`config.mk`:
```
export PLATFORM = sky130hd
export DESIGN_NAME = spt_core
export DESIGN_NICKNAME = d
export VERILOG_FILES = /design/src/verilog/spt_core.v /design/src/verilog/spt_rx_mem.v
export VERILOG_INCLUDE_DIRS = /design/src /design/src/verilog
export SDC_FILE = /design/constraint.sdc
export NUM_CORES = 1
export LEC_CHECK = 0
export BUFFER_PORTS_ARGS = -buffer_cell sky130_fd_sc_hd__buf_2
export CORE_UTILIZATION = 48
export CTS_CLUSTER_DIAMETER = 50
export DETAILED_ROUTE_END_ITERATION = 12
export GPL_ROUTABILITY_DRIVEN = 0
export PLACE_DENSITY_LB_ADDON = 0.05
export SLEW_MARGIN = 20
export SYNTH_ARGS = -nofsm -noshare
export SYNTH_HDL_FRONTEND = slang
export SYNTH_SLANG_ARGS = --single-unit
```
`constraint.sdc`:
```
create_clock -name ref_clk -period 7.8 [get_ports ref_clk]
set_clock_uncertainty 0.15 [all_clocks]
set_input_delay 1.56 -clock ref_clk [delete_from_list [all_inputs] [get_ports ref_clk]]
set_output_delay 1.56 -clock ref_clk [all_outputs]
set_load 0.05 [all_outputs]
```
`src/verilog/spt_regs.vh`:
```
// constants for the serial port transmit and receive datapath
`ifndef SPT_REGS_VH
`define SPT_REGS_VH
`define SPT_CSZ_5 3'h0
`define SPT_CSZ_9 3'h7
`define SPT_RXF_W 12
`define SPT_RXF_DEPTH 2
`define SPT_RXF_AW 1
`define SPT_BAUD_DIV_RST 16'h0043
`define SPT_SAMPLES_PER_BIT 16
`define SPT_MID_SAMPLE 8
`endif

```
`src/verilog/spt_core.v`:
```
// serial port transmit and receive datapath
`timescale 1ns/1ps
`include "spt_regs.vh"
module spt_core #(
	parameter [15:0] BAUD_DIV = `SPT_BAUD_DIV_RST
) (
	input wire ref_clk,
	input wire rst_n,
	input wire ce,
	input wire [2:0] char_size_sel,
	input wire parity_enable_bit,
	input wire parity_odd,
	input wire two_stop,
	input wire sync_mode,
	input wire clk_pol,
	input wire tx_enable_bit,
	input wire rx_enable_bit,
	input wire tx_buf_empty_irq_en,
	input wire tx_done_irq_en,
	input wire tx_ninth_bit,
	input wire data_wr,
	input wire [7:0] data_wdata,
	input wire data_rd,
	input wire tx_done_clr,
	input wire tx_done_irq_ack,
	input wire rxd_pin,
	input wire ext_serial_clock_pin,
	output reg txd_out,
	output reg txd_oe,
	output reg rxd_owned,
	output reg [7:0] rx_data,
	output reg rx_ninth_bit,
	output reg frame_err_flag,
	output reg overrun_flag,
	output reg parity_err_flag,
	output reg rx_avail_flag,
	output reg tx_buf_empty_flag,
	output reg tx_done_flag,
	output reg tx_buf_empty_irq,
	output reg tx_done_irq
);
	localparam ST_IDLE = 3'b001;
	localparam ST_SHIFT = 3'b010;
	localparam ST_DONE = 3'b100;

	// data bits per character: code 0..3 -> 5..8, code 7 -> 9
	function [3:0] nbits;
		input [2:0] c;
		begin
			nbits = (c == `SPT_CSZ_9) ? 4'd9 : ({2'b00, c[1:0]} + 4'd5);
		end
	endfunction

	// pin synchronisers, the first stage is read by the second only
	reg rxd_s1_r, rxd_s2_r, xck_s1_r, xck_s2_r, xck_d_r;
	always @(posedge ref_clk) begin
		if (!rst_n) begin
			rxd_s1_r <= 1'b1;
			rxd_s2_r <= 1'b1;
			xck_s1_r <= 1'b0;
			xck_s2_r <= 1'b0;
			xck_d_r <= 1'b0;
		end else if (ce) begin
			rxd_s1_r <= rxd_pin;
			rxd_s2_r <= rxd_s1_r;
			xck_s1_r <= ext_serial_clock_pin;
			xck_s2_r <= xck_s1_r;
			xck_d_r <= xck_s2_r;
		end
	end
	wire xck_rise = xck_s2_r & ~xck_d_r;
	wire xck_fall = ~xck_s2_r & xck_d_r;
	wire sync_change = clk_pol ? xck_fall : xck_rise;
	wire sync_sample = clk_pol ? xck_rise : xck_fall;

	// oversample tick at sixteen times the baud rate
	reg [15:0] div_r;
	wire os_tick = (div_r == 16'h0000);
	always @(posedge ref_clk) begin
		if (!rst_n) begin
			div_r <= 16'h0000;
		end else if (ce) begin
			div_r <= os_tick ? BAUD_DIV : div_r - 16'h0001;
		end
	end

	// transmit bit tick: every sixteenth oversample or external clock edge
	reg [3:0] tx_os_r;
	wire tx_tick = sync_mode ? sync_change : (os_tick && tx_os_r == 4'hf);
	always @(posedge ref_clk) begin
		if (!rst_n) begin
			tx_os_r <= 4'h0;
		end else if (ce && os_tick) begin
			tx_os_r <= tx_os_r + 4'h1;
		end
	end

	// transmit buffer and shifter
	reg [8:0] tx_buf_r;
	reg [2:0] tx_st_r;
	reg [11:0] tx_sh_r;
	reg [3:0] tx_cnt_r;
	reg tx_active_r;
	wire [3:0] tn = nbits(char_size_sel);
	wire [8:0] tmask = (9'h1ff >> (4'd9 - tn));
	wire [8:0] tdata = tx_buf_r & tmask;
	wire tpar = (^tdata) ^ parity_odd;
	// a waiting char is taken when idle or right at the end of the last stop bit
	wire tx_end = tx_st_r[1] && tx_cnt_r == 4'd1;
	wire tx_take = tx_tick && !tx_buf_empty_flag && (tx_st_r[0] || tx_end);
	// lsb-aligned frame: data, optional parity, then ones for the stop bits
	wire [11:0] tones = 12'hfff << tn;
	wire [11:0] tpbit = {11'h000, tpar} << tn;
	wire [11:0] tfr_par = (tones << 1) | tpbit | {3'b000, tdata};
	wire [11:0] tfr_nopar = tones | {3'b000, tdata};
	always @(posedge ref_clk) begin
		if (!rst_n) begin
			tx_buf_r <= 9'h000;
			tx_st_r <= ST_IDLE;
			tx_sh_r <= 12'hfff;
			tx_cnt_r <= 4'h0;
			tx_buf_empty_flag <= 1'b1;
			tx_done_flag <= 1'b0;
			tx_active_r <= 1'b0;
			txd_out <= 1'b1;
			txd_oe <= 1'b0;
			tx_buf_empty_irq <= 1'b0;
			tx_done_irq <= 1'b0;
		end else if (ce) begin
			if (tx_enable_bit) begin
				tx_active_r <= 1'b1;
			end else if (tx_st_r[0] && tx_buf_empty_flag) begin
				tx_active_r <= 1'b0;
			end
			if (data_wr && (tx_enable_bit || tx_active_r)) begin
				tx_buf_r <= {tx_ninth_bit, data_wdata};
				tx_buf_empty_flag <= 1'b0;
			end else if (tx_take) begin
				tx_buf_empty_flag <= 1'b1;
			end
			case (tx_st_r)
				ST_IDLE: begin
					tx_st_r <= ST_IDLE;
				end
				ST_SHIFT: begin
					if (tx_tick) begin
						if (tx_cnt_r == 4'd1) begin
							tx_st_r <= ST_DONE;
						end else begin
							txd_out <= tx_sh_r[0];
							tx_sh_r <= tx_sh_r >> 1;
							tx_cnt_r <= tx_cnt_r - 4'd1;
						end
					end
				end
				ST_DONE: begin
					tx_st_r <= ST_IDLE;
					txd_out <= 1'b1;
					if (tx_buf_empty_flag) begin
						tx_done_flag <= 1'b1;
					end
				end
				default: tx_st_r <= ST_IDLE;
			endcase
			// load overrides the case, so back-to-back frames leave no idle gap
			if (tx_take) begin
				if (parity_enable_bit) begin
					tx_sh_r <= tfr_par;
				end else begin
					tx_sh_r <= tfr_nopar;
				end
				tx_cnt_r <= 4'd1 + tn + {3'b000, parity_enable_bit} + (two_stop ? 4'd2 : 4'd1);
				txd_out <= 1'b0;
				tx_st_r <= ST_SHIFT;
			end
			if (tx_st_r[2] && tx_buf_empty_flag) begin
				tx_done_flag <= 1'b1;
			end else if (tx_done_clr || tx_done_irq_ack) begin
				tx_done_flag <= 1'b0;
			end
			txd_oe <= tx_enable_bit || tx_active_r;
			tx_buf_empty_irq <= tx_buf_empty_irq_en && tx_buf_empty_flag;
			tx_done_irq <= tx_done_irq_en && tx_done_flag;
		end
	end

	// receiver: start detect, majority on samples 8..10, bit shifting
	reg [2:0] rx_st_r;
	reg [3:0] rx_os_r;
	reg [3:0] rx_cnt_r;
	reg [9:0] rx_sh_r;
	reg [2:0] maj_r;
	reg rx_hold_r;
	reg [`SPT_RXF_W-1:0] rx_hold_word_r;
	reg rx_dor_r;
	reg rx_armed_r;
	reg [1:0] rxf_cnt_r;
	reg rxf_wp_r, rxf_rp_r;
	wire [3:0] rn = nbits(char_size_sel);
	wire [3:0] rframe = rn + {3'b000, parity_enable_bit};
	wire rx_in = rx_enable_bit ? rxd_s2_r : 1'b1;
	wire rx_bit_now = sync_mode ? sync_sample : (os_tick && rx_os_r == 4'd10);
	wire maj = (maj_r[0] & maj_r[1]) | (maj_r[1] & maj_r[2]) | (maj_r[0] & maj_r[2]);
	wire rxf_full = (rxf_cnt_r == 2'd2);
	wire rxf_pop = data_rd && rxf_cnt_r != 2'd0;
	wire rxf_push = rx_hold_r && !rxf_full;
	// frame assembled from the shifter once the first stop bit is in
	wire [9:0] rsh = rx_sh_r >> (4'd10 - rframe);
	wire [8:0] rdat = rsh[8:0] & (9'h1ff >> (4'd9 - rn));
	// parity is the last bit shifted in, so it sits at the top
	wire rpar = rx_sh_r[9];
	wire rpe = parity_enable_bit && ((^rdat) ^ parity_odd ^ rpar);
	always @(posedge ref_clk) begin
		if (!rst_n || !rx_enable_bit) begin
			rx_st_r <= ST_IDLE;
			rx_os_r <= 4'h0;
			rx_cnt_r <= 4'h0;
			rx_sh_r <= 10'h000;
			maj_r <= 3'b111;
			rx_hold_r <= 1'b0;
			rx_hold_word_r <= {`SPT_RXF_W{1'b0}};
			rx_dor_r <= 1'b0;
			rx_armed_r <= 1'b0;
		end else if (ce) begin
			// a start needs a high-to-low change; a low stop bit cannot restart
			rx_armed_r <= rx_st_r[0] && (rx_in || rx_armed_r);
			if (rxf_push) begin
				rx_hold_r <= 1'b0;
				rx_dor_r <= 1'b0;
			end
			case (rx_st_r)
				ST_IDLE: begin
					if (!rx_in && rx_armed_r && (sync_mode ? sync_sample : os_tick)) begin
						rx_os_r <= 4'd1;
						rx_cnt_r <= 4'd0;
						rx_st_r <= sync_mode ? ST_SHIFT : ST_DONE;
						if (rxf_full && rx_hold_r) begin
							rx_dor_r <= 1'b1;
						end
					end
				end
				ST_DONE: begin
					// start validation: samples 8, 9, 10 vote
					if (os_tick) begin
						rx_os_r <= rx_os_r + 4'd1;
						if (rx_os_r >= 4'd7 && rx_os_r <= 4'd9) begin
							maj_r <= {maj_r[1:0], rx_in};
						end
						if (rx_os_r == 4'd10) begin
							rx_os_r <= 4'd11;
							rx_st_r <= maj ? ST_IDLE : ST_SHIFT;
						end
					end
				end
				ST_SHIFT: begin
					if (os_tick && !sync_mode) begin
						rx_os_r <= rx_os_r + 4'd1;
					end
					if (rx_bit_now) begin
						if (rx_cnt_r == rframe) begin
							// first stop bit reached; a second one is ignored
							rx_hold_r <= 1'b1;
							rx_hold_word_r <= {!rx_in, rx_dor_r, rpe, rdat};
							rx_st_r <= ST_IDLE;
						end else begin
							rx_sh_r <= {rx_in, rx_sh_r[9:1]};
							rx_cnt_r <= rx_cnt_r + 4'd1;
						end
					end
				end
				default: rx_st_r <= ST_IDLE;
			endcase
		end
	end

	// fifo pointers; disabling the receiver flushes the buffer
	always @(posedge ref_clk) begin
		if (!rst_n || !rx_enable_bit) begin
			rxf_cnt_r <= 2'd0;
			rxf_wp_r <= 1'b0;
			rxf_rp_r <= 1'b0;
		end else if (ce) begin
			if (rxf_push) begin
				rxf_wp_r <= ~rxf_wp_r;
			end
			if (rxf_pop) begin
				rxf_rp_r <= ~rxf_rp_r;
			end
			rxf_cnt_r <= rxf_cnt_r + {1'b0, rxf_push} - {1'b0, rxf_pop};
		end
	end

	wire [`SPT_RXF_W-1:0] rxf_q;
	spt_rx_mem #(.W(`SPT_RXF_W), .AW(`SPT_RXF_AW)) u_rxf (
		.ref_clk(ref_clk),
		.ce(ce),
		.wr_en(rxf_push),
		.wr_addr(rxf_wp_r),
		.wr_data(rx_hold_word_r),
		.rd_addr(rxf_rp_r ^ rxf_pop),
		.rd_data(rxf_q)
	);

	// head of fifo onto the status and data outputs
	always @(posedge ref_clk) begin
		if (!rst_n) begin
			rx_data <= 8'h00;
			rx_ninth_bit <= 1'b0;
			frame_err_flag <= 1'b0;
			overrun_flag <= 1'b0;
			parity_err_flag <= 1'b0;
			rx_avail_flag <= 1'b0;
			rxd_owned <= 1'b0;
		end else if (ce) begin
			rx_data <= rxf_q[7:0];
			rx_ninth_bit <= rxf_q[8];
			parity_err_flag <= rxf_q[9] && rx_avail_flag;
			overrun_flag <= rxf_q[10] && rx_avail_flag;
			frame_err_flag <= rxf_q[11] && rx_avail_flag;
			rx_avail_flag <= (rxf_cnt_r != 2'd0) && rx_enable_bit;
			rxd_owned <= rx_enable_bit;
		end
	end
endmodule // spt_core

```
`src/verilog/spt_rx_mem.v`:
```
// two-entry receive buffer storage, registered read data
`timescale 1ns/1ps
module spt_rx_mem #(
	parameter W = 12,
	parameter AW = 1
) (
	input wire ref_clk,
	input wire ce,
	input wire wr_en,
	input wire [AW-1:0] wr_addr,
	input wire [W-1:0] wr_data,
	input wire [AW-1:0] rd_addr,
	output reg [W-1:0] rd_data
);
	reg [W-1:0] mem [0:(1<<AW)-1];
	// write port and registered read port
	always @(posedge ref_clk) begin
		if (ce) begin
			if (wr_en) begin
				mem[wr_addr] <= wr_data;
			end
			rd_data <= mem[rd_addr];
		end
	end
endmodule // spt_rx_mem

```
# Word-level counts from Yosys, hierarchy flattened
# Memories as Yosys holds them, arrays and structs flattened. A register that Yosys moved wholly into a read port is not among the register bits.
# Index checks and enable logic that the tools add are counted.
dict set report word_totals {
  ff_bits 117
  ramBits 24
  n_memories 1
}
# memory depth width rd rd_ports_with_merged_regs wr line
set memory_table {}
lappend memory_table {u_rxf.mem 2 12 1 1 1 spt_rx_mem.v:15} ;# reg [W-1:0] mem [0:(1<<AW)-1];
dict set report classes {
  addsub 14
  magnitude_cmp 2
  eq_ne 22
  shifts 4
  mux 62
  bitwise 21
  reduce_logical 63
}
# cell n
set ops {}
lappend ops {{12-bit two-way mux} 5}
lappend ops {{4-bit two-way mux} 12}
lappend ops {{3-bit two-way mux} 10}
lappend ops {{1-bit two-way mux} 28}
lappend ops {{1-bit logical AND} 24}
lappend ops {{12-bit by 9-bit bitwise OR with 12-bit output} 2}
lappend ops {{4-bit AND reduction} 5}
lappend ops {{9-bit AND} 2}
lappend ops {{9-bit XOR reduction} 2}
lappend ops {{16-bit logical NOT} 1}
lappend ops {{16-bit two-way mux} 1}
lappend ops {{2-bit != test, second input constant} 8}
lappend ops {{16-bit by 1-bit subtractor with 16-bit output, second input constant} 1}
lappend ops {{4-bit by 1-bit adder with 4-bit output, second input constant} 3}
lappend ops {{12-bit bitwise OR} 1}
lappend ops {{4-bit case mux with 3 select lines} 1}
lappend ops {{2-bit nonzero test} 6}
lappend ops {{3-bit nonzero test} 4}
lappend ops {{1-bit by 4-bit left shift with 12-bit output} 1}
lappend ops {{12-bit by 4-bit left shift with 12-bit output, first input constant} 1}
lappend ops {{2-bit AND reduction} 5}
lappend ops {{5-bit AND reduction} 2}
lappend ops {{10-bit by 4-bit >> shifter with 9-bit output} 1}
lappend ops {{3-bit equality test, second input constant} 3}
lappend ops {{other kinds (30)} 59}

# Depth between registers and ports, before layout
dict set report depth {
  depth_word 12
  ltp_mapped 15
}

# By module
# Synthesis repeated with hierarchy kept, for this count alone.
dict set report hier_totals {
  hier_cells 812
  hier_area_um2 7866.3
}
# mod instances cells_per_inst area_per_inst_um2 seq_area_each_um2
set modules_own_cells {}
lappend modules_own_cells {spt_core 1 761 6586.3 2342.2}
lappend modules_own_cells {spt_rx_mem 1 51 1280.0 1081.0}

# Least setup slack after synthesis
# Ideal clock, no wire load.
dict set report synth_timing {
  path_kind {input to register}
  from {in char_size_sel[0]}
  to {reg rx_hold_word_r[9]}
  arrival_time_ns 5.179
  required_time_ns 7.577
  setup_slack_ns 2.398
  cell_stages 15
  n_path_buf 2
  cell_sequence {ha_1 -> buf_4 -> a21boi_1 -> inv_1 -> ha_1 -> fa_1 -> ha_1 -> buf_2 -> mux4_2 -> and3_1 -> a31o_2 -> xor2_1 -> xnor3_1 -> or3_1 -> o211ai_2}
}
dict set report synth_between {
  elab_chain_cells 10
}
# item line
set synth_rtl {}
lappend synth_rtl {{start: declaration} spt_core.v:10} ;# input wire [2:0] char_size_sel,
lappend synth_rtl {{2-bit by 3-bit adder with 4-bit output / 3-bit equality test (equally long branches)} n/a}
lappend synth_rtl {{4-bit two-way mux *} spt_core.v:50} ;# nbits = (c == `SPT_CSZ_9) ? 4'd9 : ({2'b00, c[1:0]} + 4'd5);
lappend synth_rtl {{4-bit by 1-bit adder with 4-bit output} spt_core.v:200} ;# wire [3:0] rframe = rn + {3'b000, parity_enable_bit};
lappend synth_rtl {{4-bit subtractor} spt_core.v:208} ;# wire [9:0] rsh = rx_sh_r >> (4'd10 - rframe);
lappend synth_rtl {{10-bit by 4-bit >> shifter with 9-bit output} spt_core.v:208}
lappend synth_rtl {{9-bit AND} spt_core.v:209} ;# wire [8:0] rdat = rsh[8:0] & (9'h1ff >> (4'd9 - rn));
lappend synth_rtl {{9-bit XOR reduction} spt_core.v:212} ;# wire rpe = parity_enable_bit && ((^rdat) ^ parity_odd ^ rpar);
lappend synth_rtl {{1-bit bitwise XOR (2 in series)} spt_core.v:212}
lappend synth_rtl {{1-bit logical AND} spt_core.v:212}
lappend synth_rtl {{end signal: assignment} spt_core.v:221} ;# rx_hold_word_r <= {`SPT_RXF_W{1'b0}};
lappend synth_rtl {{end signal: assignment} spt_core.v:263} ;# rx_hold_word_r <= {!rx_in, rx_dor_r, rpe, rdat};
lappend synth_rtl {{end: declaration} spt_core.v:194} ;# reg [`SPT_RXF_W-1:0] rx_hold_word_r;
# Mark *: on every way between the ends. The rest lies on a longest branch, timed or not.
# A chain may end at the register's enable or synchronous reset.

# Worst setup path after layout
# Ends and elaborated chain as after synthesis.

==> flow_metrics.tcl <==
set metrics [dict create \
    outcome "completed" \
    clock-sinks 153 \
    hold_path_class "flip-flop to flip-flop" \
    ys.flop_type "dfxtp_1" \
    fp-row-count 45 \
    wl_per_cell_um 15.89 \
    seq_area_um2 3423 \
    num_io_pins 50 \
    synth_edf_count 36 \
    grt_busiest_layer "met2" \
    cts_buffers 17 \
    dp_cells 1023 \
    fmax_ghz 0.1769 \
    leakage_nw 3.393 \
    tightest_slew_ns 1.109 \
    syn_nets 853 \
    grt_usage_pct 21.59 \
    r2r_start "div_r[11]" \
    portBuffers 49 \
    totalPowerFinal_mw 1.954 \
    clock_latency_ns 0.43 \
    drc 0 \
    wl_mm 16.77 \
    synth.avg_cell_area_um2 9.642 \
    fillerInstances 1418 \
    antenna_cells 0 \
    start_util_pct 49.75 \
    dp.final_hpwl_mm 11.78 \
    post_cts_resized 0 \
    rsz0062_at_grt "false" \
    max_slew_margin_pct 25.81 \
    cts-hold-fix-buffers 0 \
    crit_type "input port to flip-flop" \
    finalHoldViolations 0 \
    irDropWorstVdd_v 0.0001597 \
    grt.overflow.total 0 \
    core-area_um2 15430 \
    layout.nets 888 \
    fin_crit_sh_pct 72.49 \
    die_area_um2 16500 \
    layout-drive-gt1-share_pct 15.64 \
    area_growth_pct 12.90 \
    postSynthCellCount 796 \
    crit_start "char_size_sel[0]" \
    end_kind "flip-flop" \
    post_cts_buffers 0 \
    synthDistinctLibCells 81 \
    final_cell_mix "117 x dfxtp_1, 88 x nor2_1, 77 x nand2_1, 57 x a21oi_1, 49 x buf_2" \
    p_per_area_nw_per_um2 225.5 \
    cp_max_fo 16 \
    met2_usage_pct 35.48 \
    syn_area_um2 7675 \
    cts_max_path_buffers 2 \
    cp.arrival_ns 5.85 \
    cts-htree-levels 4 \
    ys_seq_area_share_pct 44.60 \
    gr-usage-met3_pct 4.241 \
    root_buffer "clkbuf_16" \
    required_ns 8.00 \
    grt_pass1_wl_mm 28.17 \
    viasPerCell 5.647 \
    hp-start "rx_hold_word_r[6]" \
    initialDrtViolationCount 351 \
    grt_use_met1_pct 28.45 \
    die_x_um 128.5 \
    die_h_um 128.5 \
    multiInputGateArea_um2 4009 \
    startpoint_type "input port" \
    antenna_found_initial 0 \
    setup_viol 0 \
    grt_pass1_vias 5738 \
    vias 5958 \
    maxCapViolations 0 \
    async_flop_share_pct 0 \
    finalCriticalPeriod_ns 5.654 \
    drt_first_pass_iters 5 \
    clk_pin_slew_worst_paths_ns 0.06 \
    final_common_cell "dfxtp_1" \
    final_antenna_net_count 0 \
    fin_cells 1055 \
    setup_tns_ns 0 \
    grt_max_degree 43 \
    cts_tree "built" \
    maxSlewViolCount 0 \
    ys_warn_count 0 \
    ys_seq_elements 153 \
]
## per-stage QoR
| step | utilization [%] | hold WS, ns | setup WS, ns | area [um2] |
|---|---|---|---|---|
| 5_1_grt | 56.16 | 0.3150 | 1.826 | 8665 |
| 3_5_place_dp | 52.30 | 0.2934 | 1.715 | 8069 |
| 3_3_place_gp | 52.29 | 0.2845 | 1.976 | 8066 |
| 2_1_floorplan | - | 0.2678 | 2.398 | 7675 |
| 6_report | 56.16 | 0.3071 | 2.146 | 8665 |
| 4_1_cts | 56.14 | 0.3083 | 2.155 | 8661 |
## flip-flops by register name, indices dropped and copies added (netlist names), 8 cells and up, named ones only
register and count:
u_rxf.mem 24, div_r 16, rx_hold_word_r 12, tx_sh_r 12
u_rxf.rd_data 12, rx_sh_r 10, tx_buf_r 9, rx_data 8
## per-layer routing
layer | part of all wire (%) | up-vias
met4 | 1.4 | 0
met2 | 47 | 152
li1 | - | 2928
met5 | 0 | -
met1 | 48 | 2857
met3 | 3.6 | 21
## cells in the mapped netlist, types with 5 or more instances
library cell  instances  area (um2)
nor2b_1               9       56.30
o22ai_1               5       31.28
mux2_2               14       157.7
and2_1                6       37.54
buf_1                 7       26.28
nand4_1               7       43.79
nand2b_1             19       118.9
nor3b_1               7       52.55
inv_1                21       78.83
nand3_1              21       105.1
a21oi_1              58       290.3
a31oi_1               7       43.79
edfxtp_1             36        1081
xnor2_1              15       131.4
xor2_1               16       140.1
or3_1                 9       56.30
mux2i_1              42       420.4
nor2_1               88       330.3
nor3_1               18       90.09
ha_1                 24       300.3
dfxtp_1             117        2342
mux4_2                7       157.7
o211ai_1              7       52.55
o21ai_0              29       145.1
clkbuf_1             26       97.59
a22oi_1               5       37.54
nand2_1              77       289.0
and3_1                5       31.28
a211oi_1              5       37.54
## report_power, final
group / internal (mW) / leakage [nW] / switching, mW
Combinational: 0.108 / 1.79 / 0.157
Sequential: 0.838 / 1.31 / 0.0306
Clock: 0.477 / 0.288 / 0.345
Total: 1.42 / 3.39 / 0.532
## cell type report
class	count	share of cell area [%]
tap	211	3.047
multi-input combinational	582	46.27
clock inverter	15	1.921
inverter	21	0.9097
clock buffer	17	4.910
sequential	153	39.51
timing repair buffer	56	3.437
## worst max-delay path: stages
cell and delay, ns:
buf_2 0.17, ha_1 0.32, a21boi_1 0.44, inv_1 0.18, ha_1 0.78, ha_1 0.38
xor2_1 0.44, nand2_1 0.19, nor3_1 0.36, xnor3_1 0.39, xnor3_1 0.20, or3_1 0.39
o211ai_2 0.06
## path summary, 6_finish.rpt
| kind | to | slack, ns | cells past startpoint |
|---|---|---|---|
| hold / removal | u_rxf.mem[0][6] | 0.31 | 0 |
| setup / recovery | rx_hold_word_r[9] | 2.15 | 13 |
| setup reg to reg | tx_sh_r[8] | 4.59 | 7 |
| hold reg to reg | u_rxf.mem[0][6] | 0.31 | 0 |
## cell families (layout without fill, tap and decap cells)
| kind of cell | count (synthesis) | after routing | synth area share, % |
|---|---|---|---|
| AO/OA/AOI/OAI | 155 | 155 | 13.14 |
| XOR/XNOR | 37 | 37 | 5.152 |
| adder cells (fa/ha/maj) | 28 | 28 | 4.826 |
| buffers and inverters | 61 | 109 | 3.244 |
| flip-flops | 153 | 153 | 44.60 |
| multiplexers | 63 | 63 | 9.586 |
| AND/OR/NAND/NOR | 299 | 299 | 19.45 |
(Power assumes the default switching activity.)
